File: src/pie_cfg.svh
// offsets, field positions, reset values and timing counts of the event interrupt mask block
`ifndef PIE_CFG_SVH
`define PIE_CFG_SVH

// register indices; byte address is four times the index
`define PIE_IDX_CTRL 8'h00
`define PIE_IDX_MASK 8'h12
`define PIE_IDX_STATUS 8'h13
`define PIE_ADDR_W 8

// event bit positions, shared by mask and latched status
`define PIE_B_ANEG_ERR 15
`define PIE_B_SPEED 14
`define PIE_B_DUPLEX 13
`define PIE_B_PAGE 12
`define PIE_B_LINK_FAIL 11
`define PIE_B_LINK_OK 10
`define PIE_B_XOVER 6
`define PIE_B_DOWNGRADE 5
`define PIE_B_POLARITY 1
`define PIE_B_JABBER 0

// control register: software reset, self clearing
`define PIE_B_SOFT_RESET 15

// kinds of the level-change detectors
`define PIE_KIND_RISE 2'h0
`define PIE_KIND_FALL 2'h1
`define PIE_KIND_TOGGLE 2'h2

// field groups and reset values
`define PIE_EVENT_BITS 16'hFC63
`define PIE_RSVD_BITS 16'h039C
`define PIE_SOFT_KEEP 16'hFEFF
`define PIE_MASK_RESET 16'h0000
`define PIE_STATUS_RESET 16'h0000

// bus answer: cycles from a request to waitrequest low
`define PIE_BUS_LATENCY 1

`endif

File: src/pie_pkg.sv
// types of the event interrupt mask block
package pie_pkg;
   typedef logic [15:0] pie_word_t;
   typedef enum logic [0:0] {
      PIE_BUS_IDLE,
      PIE_BUS_ANSWER
   } pie_bus_e;
endpackage

File: src/pie_event_irq.sv
// event interrupt mask register, latched event status and interrupt output
//
// The Avalon-MM register port is this design's own decision.
`timescale 1ns/1ps
`include "pie_cfg.svh"

// Notes on behaviour
// RL1: a 16-bit event interrupt mask register lives at index 0x12.
// RL2: a one in an enable bit lets its latched event raise the interrupt; bits read/write.
// RL3: a zero blocks the event; hardware reset clears all, software reset keeps enables.
// RL4: bit 15 enables the auto-negotiation error event.
// RL5: bit 14 speed change, bit 13 duplex change, bit 12 page received.
// RL6: bit 11 link going down, bit 10 link coming up.
// RL7: bit 6 crossover change, bit 5 wirespeed downgrade from 100 to 10.
// RL8: bit 1 receive polarity change, bit 0 jabber.
// RL9: reserved bits are plain storage; software reset clears bit 8 only; no interrupt effect.
// RL10: negotiation error on master/slave, parallel detect, no common ability, or link timeout.
// RL11: interrupt high while any latched event and its enable are both one.
module pie_event_irq
   import pie_pkg::*;
(
   input wire logic i_clock,
   input wire logic i_resetn,
   input wire logic [`PIE_ADDR_W-1:0] i_avs_address,
   input wire logic i_avs_read,
   input wire logic i_avs_write,
   input wire logic [31:0] i_avs_writedata,
   input wire logic [3:0] i_avs_byteenable,
   output logic [31:0] o_avs_readdata,
   output logic o_avs_waitrequest,
   input wire logic i_speed_100,
   input wire logic i_full_duplex,
   input wire logic i_page_rx,
   input wire logic i_link_up,
   input wire logic i_mdix,
   input wire logic i_downgrade,
   input wire logic i_polarity_rev,
   input wire logic i_jabber,
   input wire logic i_ms_fault,
   input wire logic i_pd_fault,
   input wire logic i_no_common_hcd,
   input wire logic i_link_timeout,
   output logic o_soft_reset,
   output logic o_irq
);

   // byte addresses of the registers
   localparam logic [`PIE_ADDR_W-1:0] ADDR_CTRL =
      `PIE_ADDR_W'(`PIE_IDX_CTRL << 2);
   localparam logic [`PIE_ADDR_W-1:0] ADDR_MASK =
      `PIE_ADDR_W'(`PIE_IDX_MASK << 2);
   localparam logic [`PIE_ADDR_W-1:0] ADDR_STATUS =
      `PIE_ADDR_W'(`PIE_IDX_STATUS << 2);

   // bus slave state
   pie_bus_e bus_r;
   pie_bus_e bus_nxt;
   logic wait_r;
   logic wait_nxt;
   logic [31:0] rdata_r;
   logic [31:0] rdata_nxt;

   // register state
   pie_word_t mask_r;
   pie_word_t mask_nxt;
   pie_word_t status_r;
   pie_word_t status_nxt;
   logic swrst_r;
   logic swrst_nxt;
   logic irq_r;
   logic irq_nxt;

   // event detection state
   logic primed_r;
   logic primed_nxt;
   logic [8:0] now_lv;
   logic aneg_fault;
   wire logic [9:0] hit_raw;
   pie_word_t event_hit;
   pie_word_t gated;

   // decoded access, valid only at the accepting edge
   logic accept;
   logic wr_mask;
   logic wr_status;
   logic wr_ctrl;
   pie_word_t lane_en;
   pie_word_t wdata16;

   // request taken when waitrequest is already low
   assign accept = (i_avs_read | i_avs_write) & ~wait_r;
   assign wr_mask = accept & i_avs_write & (i_avs_address == ADDR_MASK);
   assign wr_status = accept & i_avs_write & (i_avs_address == ADDR_STATUS);
   assign wr_ctrl = accept & i_avs_write & (i_avs_address == ADDR_CTRL);
   assign lane_en = {{8{i_avs_byteenable[1]}}, {8{i_avs_byteenable[0]}}};
   assign wdata16 = i_avs_writedata[15:0];

   // gather the live line levels for change detection
   assign aneg_fault = i_ms_fault | i_pd_fault | i_no_common_hcd | i_link_timeout; // [RL10]
   assign now_lv = {aneg_fault, i_speed_100, i_full_duplex, i_page_rx, i_link_up,
                    i_mdix, i_downgrade, i_polarity_rev, i_jabber};

   // bus handshake: one wait cycle, then answer for one cycle
   always_comb begin
      bus_nxt = bus_r;
      wait_nxt = wait_r;
      rdata_nxt = rdata_r;
      unique case (bus_r)
         PIE_BUS_IDLE: begin
            wait_nxt = 1'b1;
            if (i_avs_read | i_avs_write) begin
               bus_nxt = PIE_BUS_ANSWER;
               wait_nxt = 1'b0;
               rdata_nxt = 32'h0000_0000;
               if (i_avs_read) begin
                  unique case (i_avs_address)
                     ADDR_MASK: rdata_nxt = {16'h0000, mask_r}; // [RL2]
                     ADDR_STATUS: rdata_nxt = {16'h0000, status_r};
                     default: rdata_nxt = 32'h0000_0000;
                  endcase
               end
            end
         end
         PIE_BUS_ANSWER: begin
            bus_nxt = PIE_BUS_IDLE;
            wait_nxt = 1'b1;
         end
      endcase
   end

   always_ff @(posedge i_clock or negedge i_resetn) begin
      if (!i_resetn) begin
         bus_r <= PIE_BUS_IDLE;
         wait_r <= 1'b1;
         rdata_r <= 32'h0000_0000;
      end else begin
         bus_r <= bus_nxt;
         wait_r <= wait_nxt;
         rdata_r <= rdata_nxt;
      end
   end

   // edge history is primed one cycle after reset release, so no false event follows it
   always_comb begin
      primed_nxt = 1'b1;
   end

   always_ff @(posedge i_clock or negedge i_resetn) begin
      if (!i_resetn) begin
         primed_r <= 1'b0;
      end else begin
         primed_r <= primed_nxt;
      end
   end

   // one detector per event; the link level feeds a fall and a rise detector
   pie_edge_det #(.KIND(`PIE_KIND_RISE)) aneg_det_u (
      .i_clock(i_clock), .i_resetn(i_resetn), .i_primed(primed_r),
      .i_level(now_lv[8]), .o_hit(hit_raw[9])); // [RL10]
   pie_edge_det #(.KIND(`PIE_KIND_TOGGLE)) speed_det_u (
      .i_clock(i_clock), .i_resetn(i_resetn), .i_primed(primed_r),
      .i_level(now_lv[7]), .o_hit(hit_raw[8]));
   pie_edge_det #(.KIND(`PIE_KIND_TOGGLE)) duplex_det_u (
      .i_clock(i_clock), .i_resetn(i_resetn), .i_primed(primed_r),
      .i_level(now_lv[6]), .o_hit(hit_raw[7]));
   pie_edge_det #(.KIND(`PIE_KIND_RISE)) page_det_u (
      .i_clock(i_clock), .i_resetn(i_resetn), .i_primed(primed_r),
      .i_level(now_lv[5]), .o_hit(hit_raw[6]));
   pie_edge_det #(.KIND(`PIE_KIND_FALL)) link_fail_det_u (
      .i_clock(i_clock), .i_resetn(i_resetn), .i_primed(primed_r),
      .i_level(now_lv[4]), .o_hit(hit_raw[5]));
   pie_edge_det #(.KIND(`PIE_KIND_RISE)) link_ok_det_u (
      .i_clock(i_clock), .i_resetn(i_resetn), .i_primed(primed_r),
      .i_level(now_lv[4]), .o_hit(hit_raw[4]));
   pie_edge_det #(.KIND(`PIE_KIND_TOGGLE)) xover_det_u (
      .i_clock(i_clock), .i_resetn(i_resetn), .i_primed(primed_r),
      .i_level(now_lv[3]), .o_hit(hit_raw[3]));
   pie_edge_det #(.KIND(`PIE_KIND_RISE)) downgrade_det_u (
      .i_clock(i_clock), .i_resetn(i_resetn), .i_primed(primed_r),
      .i_level(now_lv[2]), .o_hit(hit_raw[2]));
   pie_edge_det #(.KIND(`PIE_KIND_TOGGLE)) polarity_det_u (
      .i_clock(i_clock), .i_resetn(i_resetn), .i_primed(primed_r),
      .i_level(now_lv[1]), .o_hit(hit_raw[1]));
   pie_edge_det #(.KIND(`PIE_KIND_RISE)) jabber_det_u (
      .i_clock(i_clock), .i_resetn(i_resetn), .i_primed(primed_r),
      .i_level(now_lv[0]), .o_hit(hit_raw[0]));

   // place the detector pulses at their status bit positions
   always_comb begin
      event_hit = 16'h0000;
      event_hit[`PIE_B_ANEG_ERR] = hit_raw[9]; // [RL10]
      event_hit[`PIE_B_SPEED] = hit_raw[8];
      event_hit[`PIE_B_DUPLEX] = hit_raw[7];
      event_hit[`PIE_B_PAGE] = hit_raw[6];
      event_hit[`PIE_B_LINK_FAIL] = hit_raw[5];
      event_hit[`PIE_B_LINK_OK] = hit_raw[4];
      event_hit[`PIE_B_XOVER] = hit_raw[3];
      event_hit[`PIE_B_DOWNGRADE] = hit_raw[2];
      event_hit[`PIE_B_POLARITY] = hit_raw[1];
      event_hit[`PIE_B_JABBER] = hit_raw[0];
   end

   // mask register, latched status, software reset pulse
   always_comb begin
      mask_nxt = mask_r;
      status_nxt = status_r;
      swrst_nxt = 1'b0;
      // lane merge of a mask write, reserved bits kept as storage
      if (wr_mask) begin
         mask_nxt = (mask_r & ~lane_en) | (wdata16 & lane_en); // [RL1] [RL2] [RL9]
      end
      // software reset keeps enables, clears reserved bit 8
      if (swrst_r) begin
         mask_nxt = mask_nxt & `PIE_SOFT_KEEP; // [RL3] [RL9]
      end
      // write one to clear; a new event in the same cycle wins
      if (wr_status) begin
         status_nxt = status_r & ~(wdata16 & lane_en);
      end
      status_nxt = (status_nxt | event_hit) & `PIE_EVENT_BITS;
      // software reset request, self clearing
      if (wr_ctrl & i_avs_byteenable[1]) begin
         swrst_nxt = i_avs_writedata[`PIE_B_SOFT_RESET];
      end
   end

   always_ff @(posedge i_clock or negedge i_resetn) begin
      if (!i_resetn) begin
         mask_r <= `PIE_MASK_RESET; // [RL3] [RL9]
         status_r <= `PIE_STATUS_RESET;
         swrst_r <= 1'b0;
      end else begin
         mask_r <= mask_nxt;
         status_r <= status_nxt;
         swrst_r <= swrst_nxt;
      end
   end

   // interrupt level: each latched event gated by its own enable; reserved bits never gate
   always_comb begin
      gated = 16'h0000;
      gated[`PIE_B_ANEG_ERR] = status_r[`PIE_B_ANEG_ERR] & mask_r[`PIE_B_ANEG_ERR]; // [RL4]
      gated[`PIE_B_SPEED] = status_r[`PIE_B_SPEED] & mask_r[`PIE_B_SPEED]; // [RL5]
      gated[`PIE_B_DUPLEX] = status_r[`PIE_B_DUPLEX] & mask_r[`PIE_B_DUPLEX]; // [RL5]
      gated[`PIE_B_PAGE] = status_r[`PIE_B_PAGE] & mask_r[`PIE_B_PAGE]; // [RL5]
      gated[`PIE_B_LINK_FAIL] = status_r[`PIE_B_LINK_FAIL] & mask_r[`PIE_B_LINK_FAIL]; // [RL6]
      gated[`PIE_B_LINK_OK] = status_r[`PIE_B_LINK_OK] & mask_r[`PIE_B_LINK_OK]; // [RL6]
      gated[`PIE_B_XOVER] = status_r[`PIE_B_XOVER] & mask_r[`PIE_B_XOVER]; // [RL7]
      gated[`PIE_B_DOWNGRADE] = status_r[`PIE_B_DOWNGRADE] & mask_r[`PIE_B_DOWNGRADE]; // [RL7]
      gated[`PIE_B_POLARITY] = status_r[`PIE_B_POLARITY] & mask_r[`PIE_B_POLARITY]; // [RL8]
      gated[`PIE_B_JABBER] = status_r[`PIE_B_JABBER] & mask_r[`PIE_B_JABBER]; // [RL8]
      irq_nxt = |gated; // [RL11] [RL2] [RL3] [RL9]
   end

   // interrupt output register
   always_ff @(posedge i_clock or negedge i_resetn) begin
      if (!i_resetn) begin
         irq_r <= 1'b0;
      end else begin
         irq_r <= irq_nxt;
      end
   end

   // outputs straight from flip-flops
   assign o_avs_readdata = rdata_r;
   assign o_avs_waitrequest = wait_r;
   assign o_soft_reset = swrst_r;
   assign o_irq = irq_r;

endmodule // pie_event_irq

// one level-change detector: rise, fall or toggle, quiet until primed
module pie_edge_det
   import pie_pkg::*;
#(
   parameter logic [1:0] KIND = `PIE_KIND_RISE
) (
   input wire logic i_clock,
   input wire logic i_resetn,
   input wire logic i_primed,
   input wire logic i_level,
   output logic o_hit
);

   logic prev_r;
   logic prev_nxt;

   // compare the level with its value one cycle earlier
   always_comb begin
      prev_nxt = i_level;
      o_hit = 1'b0;
      if (i_primed) begin
         if (KIND == `PIE_KIND_RISE) begin
            o_hit = i_level & ~prev_r;
         end else if (KIND == `PIE_KIND_FALL) begin
            o_hit = ~i_level & prev_r;
         end else begin
            o_hit = i_level ^ prev_r;
         end
      end
   end

   // level history; resets to the idle low level
   always_ff @(posedge i_clock or negedge i_resetn) begin
      if (!i_resetn) begin
         prev_r <= 1'b0;
      end else begin
         prev_r <= prev_nxt;
      end
   end

endmodule // pie_edge_det

File: config.mk
export PLATFORM = sky130hd
export DESIGN_NAME = pie_event_irq
export DESIGN_NICKNAME = d
export VERILOG_FILES = /design/src/pie_pkg.sv /design/src/pie_event_irq.sv
export VERILOG_INCLUDE_DIRS = /design/src /design/src/src
export SDC_FILE = /design/constraint.sdc
export NUM_CORES = 1
export LEC_CHECK = 0
export ABC_AREA = 1
export BUFFER_PORTS_ARGS = -buffer_cell sky130_fd_sc_hd__buf_2
export CELL_PAD_IN_SITES_DETAIL_PLACEMENT = 1
export CELL_PAD_IN_SITES_GLOBAL_PLACEMENT = 1
export CORE_MARGIN = 10
export CORE_UTILIZATION = 39
export CTS_CLUSTER_DIAMETER = 50
export CTS_CLUSTER_SIZE = 28
export DETAILED_ROUTE_END_ITERATION = 7
export PLACE_DENSITY_LB_ADDON = 0.12
export SYNTH_ARGS = -nofsm -noshare
export SYNTH_HDL_FRONTEND = slang
export SYNTH_SLANG_ARGS = --single-unit
File: constraint.sdc
create_clock -name i_clock -period 1.9 [get_ports i_clock]
set_input_delay 0.19 -clock i_clock [delete_from_list [all_inputs] [get_ports i_clock]]
set_output_delay 0.19 -clock i_clock [all_outputs]
set_load 0.01 [all_outputs]
==> results of run 1 <==
worst min-delay path by stage:
stage,endpoint,cells after the start,slack [ns],startpoint
5_1_grt,aneg_det_u.prev_r,3,0.11,i_ms_fault
6_report,aneg_det_u.prev_r,3,0.1,i_ms_fault
2_1_floorplan,asynchronous set/reset pin,0,-0.11,i_resetn
4_1_cts,jabber_det_u.prev_r,1,0.0008,i_jabber
3_3_place_gp,o_avs_readdata[7],1,0.20,i_resetn
3_5_place_dp,o_avs_readdata[4],1,0.20,i_resetn
Yosys cell counts, types with 2 or more instances:
cell type  count  area [sq um]
nand2_1      107           402
nand3_4        2          35.0
nand3b_1       4          30.0
nor2_2         5          31.3
buf_2         10          50.1
inv_2          4          15.0
nand2_2        2          12.5
nand3_1       37           185
nor2_1         7          26.3
nand4_1       36           225
dfrtp_1       55          1380
nor2_4         2          22.5
conb_1         2          7.51
buf_4         18           135
inv_1         20          75.1
or2_2          4          25.0
critical path: cells and delay by family, from the launching register on:
family,cells,cell delay (ns)
buf+inv,1,0.33
simple gates,4,0.42
flops,1,0.39
cell usage in the layout (no fill, tap or decap), drive strengths merged, types with 4 or more instances in the layout:
cell type    Yosys  routed
nand2          109     109
buf             31      64
dfrtp           55      55
nand3           39      39
nand4           36      36
inv             24      24
conb             2      17
nor2            15      15
dlygate4sd3      0       9
clkbuf           1       6
or2              4       4
nand3b           4       4
power groups by stage:
stage               Combinational (W)  Sequential (W)  Clock (W)
finish                       0.000255         0.00124   0.000778
floorplan                    0.000156         0.00126          0
global placement             0.000237         0.00126          0
CTS                          0.000255         0.00124   0.000810
global route                 0.000290         0.00125   0.000861
detailed placement           0.000243         0.00127          0
metrics by stage:
step | worst slack, ns | util, % | power [W] | cells
4_1_cts | 0.647 | 47.4 | 0.00231 | 483
3_5_place_dp | 0.541 | 44.8 | 0.00151 | 468
6_report | 0.646 | 47.7 | 0.00227 | 485
5_1_grt | 0.576 | 47.7 | 0.00240 | 485
2_1_floorplan | 0.725 | - | 0.00142 | 340
3_3_place_gp | 0.571 | 44.8 | 0.00150 | 468
cells by family (layout without fill, tap and decap cells):
| family | count (synthesis) | count (layout) | synth area share, % |
|---|---|---|---|
| simple gates | 208 | 208 | 36.9 |
| flops | 56 | 56 | 50.8 |
| buf+inv | 56 | 105 | 11.2 |
| compound gates | 3 | 3 | 0.770 |
| other cells | 2 | 17 | 0.272 |
layout make-up:
class,count,area [sq um]
fill,879,3570
sequential,56,1400
multi-input combinational,228,1100
timing repair buffer,73,433
tap,96,120
inverter,24,90.1
clock buffer,6,72.6
clock inverter,2,35.0
metal layers:
metal	vias to the layer above	part of all wire [%]	track usage, %	routed length [um]
met4	0	1.4	4.67	101
met5	-	0	0	0
met3	9	5.6	3.66	406
met2	65	46	21.8	3320
met1	1082	47	17.1	3460
li1	1158	-	-	-
timing repair:
action                     in CTS  in global routing
hold buffers                    7                  2
setup endpoints to repair       0                  0
hold endpoints to repair       26                  2
==> flow_summary_export.csv, run 1 <==
group,metric,value,unit
drt,drt-total-wl,7280,um
timing,tightest_slew,0.662,ns
timing,fmax,0.797,GHz
final_layout,layout-drive-gt1-share,23.9,%
job,maxCapViolations,0,
pwr,switching_share,25.2,%
timing,fin_skew,0.00720,ns
global_route,overflow,0,
critical_path,critical-path-max-stage-delay,0.39,ns
drt,vias_per_cell,4.77,
floorplanning,rows,30,
global_route,grt_pass1_vias,2571,
critical_path,crit_start,"o_avs_waitrequest",
final_layout,nets,448,
final_layout,stdcell_area,3260,sq um
clock_network,cts_buffers,5,
floorplanning,die_y,104,um
critical_path,cp-start-kind,"flip-flop",
placement,io_buffers,60,
final_layout,diodes,0,
status,status,"finished, final reports clean",
critical_path,arrival,1.46,ns
clock_network,cts-root-buf,"clkbuf_8",
drt,ant_nets,0,
synth,synth_warnings,0,
synth,synth_seq_cells,56,
critical_path,cp_common_cell,"nand2_1",
clock_network,clock_sinks,56,
floorplanning,fp.dieW,104,um
final_layout,area_delta_synth_final,18.0,%
global_route,grt_max_degree,36,
synth,ys_types,26,
floorplanning,core_area,6830,sq um
clock_network,clk_path_buf_depth,2,
floorplanning,initial_core_util,40.4,%
critical_path,path_max_fanout,30,
drt,drc,0,
pwr,internal_power,0.00170,W
clock_network,cts_tree,"done",
pwr,share_seq_of_total_power,54.6,%
pwr,power_leakage,1.78,nW
timing,slew_headroom,55.8,%
synth,syn_avg_cell_area,8.49,sq um
synth,ys_async_sr_fraction,100,%
global_route,grt_usage,13.6,%
critical_path,worstSetupPathType,"flip-flop to flip-flop",
timing,hold_violations,0,
clock_network,insertion_delay,0.31,ns
drt,routedWlPerCell,15.0,um
critical_path,r2r_start,"o_avs_waitrequest",
placement,placedInstanceArea,3060,sq um
timing,whs,0.0977,ns
timing,setup_viol,0,
timing,setup_tns,0,ns
drt,first_pass_iters,4,
timing,rsz0062_at_grt,"false",
pwr,combPwrFrac,11.2,%
timing,post-route-min-period,1.25,ns
critical_path,slowest_stage,"dfstp_2",
placement,gp_congestion,0.746,
critical_path,critical_path_required,2.11,ns
synth,synth_ff_type,"dfrtp_1",
clock_network,cts.clk_slew.worst_paths,0.10,ns
pwr,switching_power,0.000574,W
synth,netlist_area,2760,sq um
timing,finalCritPeriodShare,66.0,%
worst_hold_path,hp-class,"primary input to flip-flop",
clock_network,cts_setup_buffers,0,
pwr,clockPowerShare,34.2,%
drt,num_vias,2314,
synth,synth_edf_count,0,
critical_path,end_kind,"flip-flop",
clock_network,htree_levels,2,
pwr,p_per_area,698,nW/um^2
clock_network,cts_resized,0,
synth,syn_inst,325,
critical_path,reg2reg_depth,5,
floorplanning,dieArea,10800,sq um
placement,hpwl,5460,um
pwr,peakVddDrop,0.000290,V
global_route,antenna_found_initial,0,
global_route,grt_pass1_wl,12300,um
timing,drv_slew,0,
synth,yosysSeqAreaShare,50.8,%
critical_path,regToRegSetupSlack,0.65,ns
drt,drt_iter0_drc,116,
floorplanning,ios,95,
critical_path,cp_cell_sequence,"nor2_4 -> buf_4 -> nand3_4 -> nand2_1 -> nand2_1",
Power figures use the tool's default switching activity.
==> run 2, diff against run 1 <==
CORE_UTILIZATION = 33   (was 39)
clock period = 1.1 ns   (was 1.9 ns; I/O delays follow)
==> flow_summary_export.csv, run 2 (synthesized netlist as in run 1, its figures left out) <==
group,metric,value,unit
global_route,grt_pass1_wl,13000,um
pwr,p_per_area,1160,nW/um^2
clock_network,insertion_delay,0.31,ns
floorplanning,die_y,111,um
placement,gp_congestion,0.745,
floorplanning,core_area,8180,sq um
final_layout,utilization,42.6,%
clock_network,cts-root-buf,"clkbuf_8",
timing,whs,0.0172,ns
critical_path,critPathTopFamily,"flip-flops",
final_layout,instances_no_fill,505,
timing,setup_viol,2,
drt,routedWlPerCell,15.4,um
final_layout,stdcell_area,3490,sq um
pwr,peakVddDrop,0.000535,V
worst_hold_path,hp-class,"primary input to flip-flop",
clock_network,htree_levels,2,
global_route,grt_pass1_vias,2627,
critical_path,end_kind,"output pin",
clock_network,cts_buffers,5,
critical_path,worstSetupPathType,"flip-flop to output pin",
status,violations,"negative setup slack",
drt,drt_iter0_drc,55,
timing,setup_tns,-0.00422,ns
placement,io_buffers,60,
drt,drt-total-wl,7790,um
global_route,grt_max_degree,57,
drt,drc,0,
final_layout,multi_input_area,1150,sq um
timing,finalCritPeriodShare,100,%
final_layout,fillers,1003,
clock_network,clock_sinks,56,
floorplanning,fp.dieW,111,um
global_route,overflow,0,
drt,num_vias,2412,
critical_path,slowest_stage,"dfstp_2",
drt,vias_per_cell,4.78,
timing,tightest_slew,0.509,ns
timing,post-route-min-period,1.10,ns
clock_network,cts_tree,"done",
critical_path,critical-path-max-stage-delay,0.57,ns
drt,first_pass_iters,4,
timing,slew_headroom,66.0,%
global_route,grt_usage,12.3,%
final_layout,nets,459,
critical_path,cp-start-kind,"flip-flop",
job,maxCapViolations,0,
floorplanning,initial_core_util,33.8,%
final_layout,layout-drive-gt1-share,27.8,%
floorplanning,rows,33,
timing,rsz0062_at_grt,"true",
clock_network,cts_setup_buffers,0,
final_layout,layout_commonest_cell,"nand2_1",
pwr,power_leakage,1.86,nW
critical_path,cp_cell_sequence,"buf_6",
timing,worst_slack,-0.00295,ns
placement,hpwl,5660,um
clock_network,cts.clk_slew.worst_paths,0.10,ns
timing,fmax,0.907,GHz
final_layout,regArea,1400,sq um
drt,ant_nets,0,
critical_path,critical_path_required,0.99,ns
final_layout,diodes,0,
placement,place_inst,485,
critical_path,crit_buf_inv,1,
timing,hold_violations,0,
timing,fin_skew,0.00621,ns
final_layout,area_delta_synth_final,26.3,%
critical_path,path_max_fanout,2,
status,status,"finished with violations",
floorplanning,dieArea,12400,sq um
timing,drv_slew,0,
placement,placedInstanceArea,3190,sq um
critical_path,arrival,0.99,ns
floorplanning,ios,95,
global_route,antenna_found_initial,0,
final_layout,most-common-layout-cells,"101 x nand2_1, 59 x buf_2, 55 x dfrtp_1, 36 x nand4_1, 35 x nand3_1",
clock_network,clk_path_buf_depth,2,
==> run 2: cell types whose count changed in the layout (fill, tap and decap cells not counted), moves of 2 or more <==
cell,change
buf_12,+5
buf_4,+3
dlygate4sd3_1,+2
nand2_1,-6
nand2_2,+6
nand3_1,-2
nand3_2,+2
==> run 2: cell type report <==
type / instances / share of cell area, %
flip-flops and latches: 56 / 40.2
multi-input cells: 228 / 32.9
repair buffers: 84 / 17.4
well taps: 105 / 3.77
inverters: 24 / 2.58
clock buffers: 6 / 2.08
clock inverters: 2 / 1.01
==> run 2: power by group <==
group          internal (W)  switching (W)  total (W)
registers           0.00211      0.0000393    0.00215
logic              0.000213       0.000314   0.000527
clock network      0.000678       0.000692    0.00137
==> run 2: path summary, 6_finish.rpt <==
| path | startpoint | end | slack (ns) | cells past startpoint |
|---|---|---|---|---|
| worst max-delay path | o_avs_waitrequest | o_avs_waitrequest | -0.003 | 1 |
| worst min-delay path | i_link_timeout | aneg_det_u.prev_r | 0.02 | 3 |
| worst max register to register | o_avs_waitrequest | flip-flop | -0.003 | 5 |
| worst min register to register | flip-flop | flip-flop | 0.49 | 2 |
| max in group asynchronous | i_resetn | o_avs_waitrequest | 0.49 | 3 |
| min in group asynchronous | i_resetn | o_avs_readdata[3] | 0.31 | 3 |
==> run 2: tightest hold or removal path: cells and delay by family <==
kind,cells,cell delay (ns)
buf+inv,1,0.08
simple gates,2,0.10
==> run 2: layer usage <==
metal	track usage, %	vias to the layer above	routed length, um
li1	-	1172	-
met1	15.2	1183	3640
met2	20.7	49	3680
met3	3.44	8	398
met4	3.34	0	70
met5	0	-	0
==> run 2: repair_timing <==
action	4_1_cts	5_1_grt
cloned	0	1
resized for setup	2	10
setup endpoints to repair	17	30
hold buffers	11	0
endpoints found under the hold margin	64	0
==> run 2: per-stage QoR <==
step	power [W]	setup WS (ns)
2_1_floorplan	0.00245	-0.00391
3_3_place_gp	0.00265	-0.113
3_5_place_dp	0.00266	-0.161
4_1_cts	0.00407	-0.0163
5_1_grt	0.00424	-0.105
6_report	0.00405	-0.00295
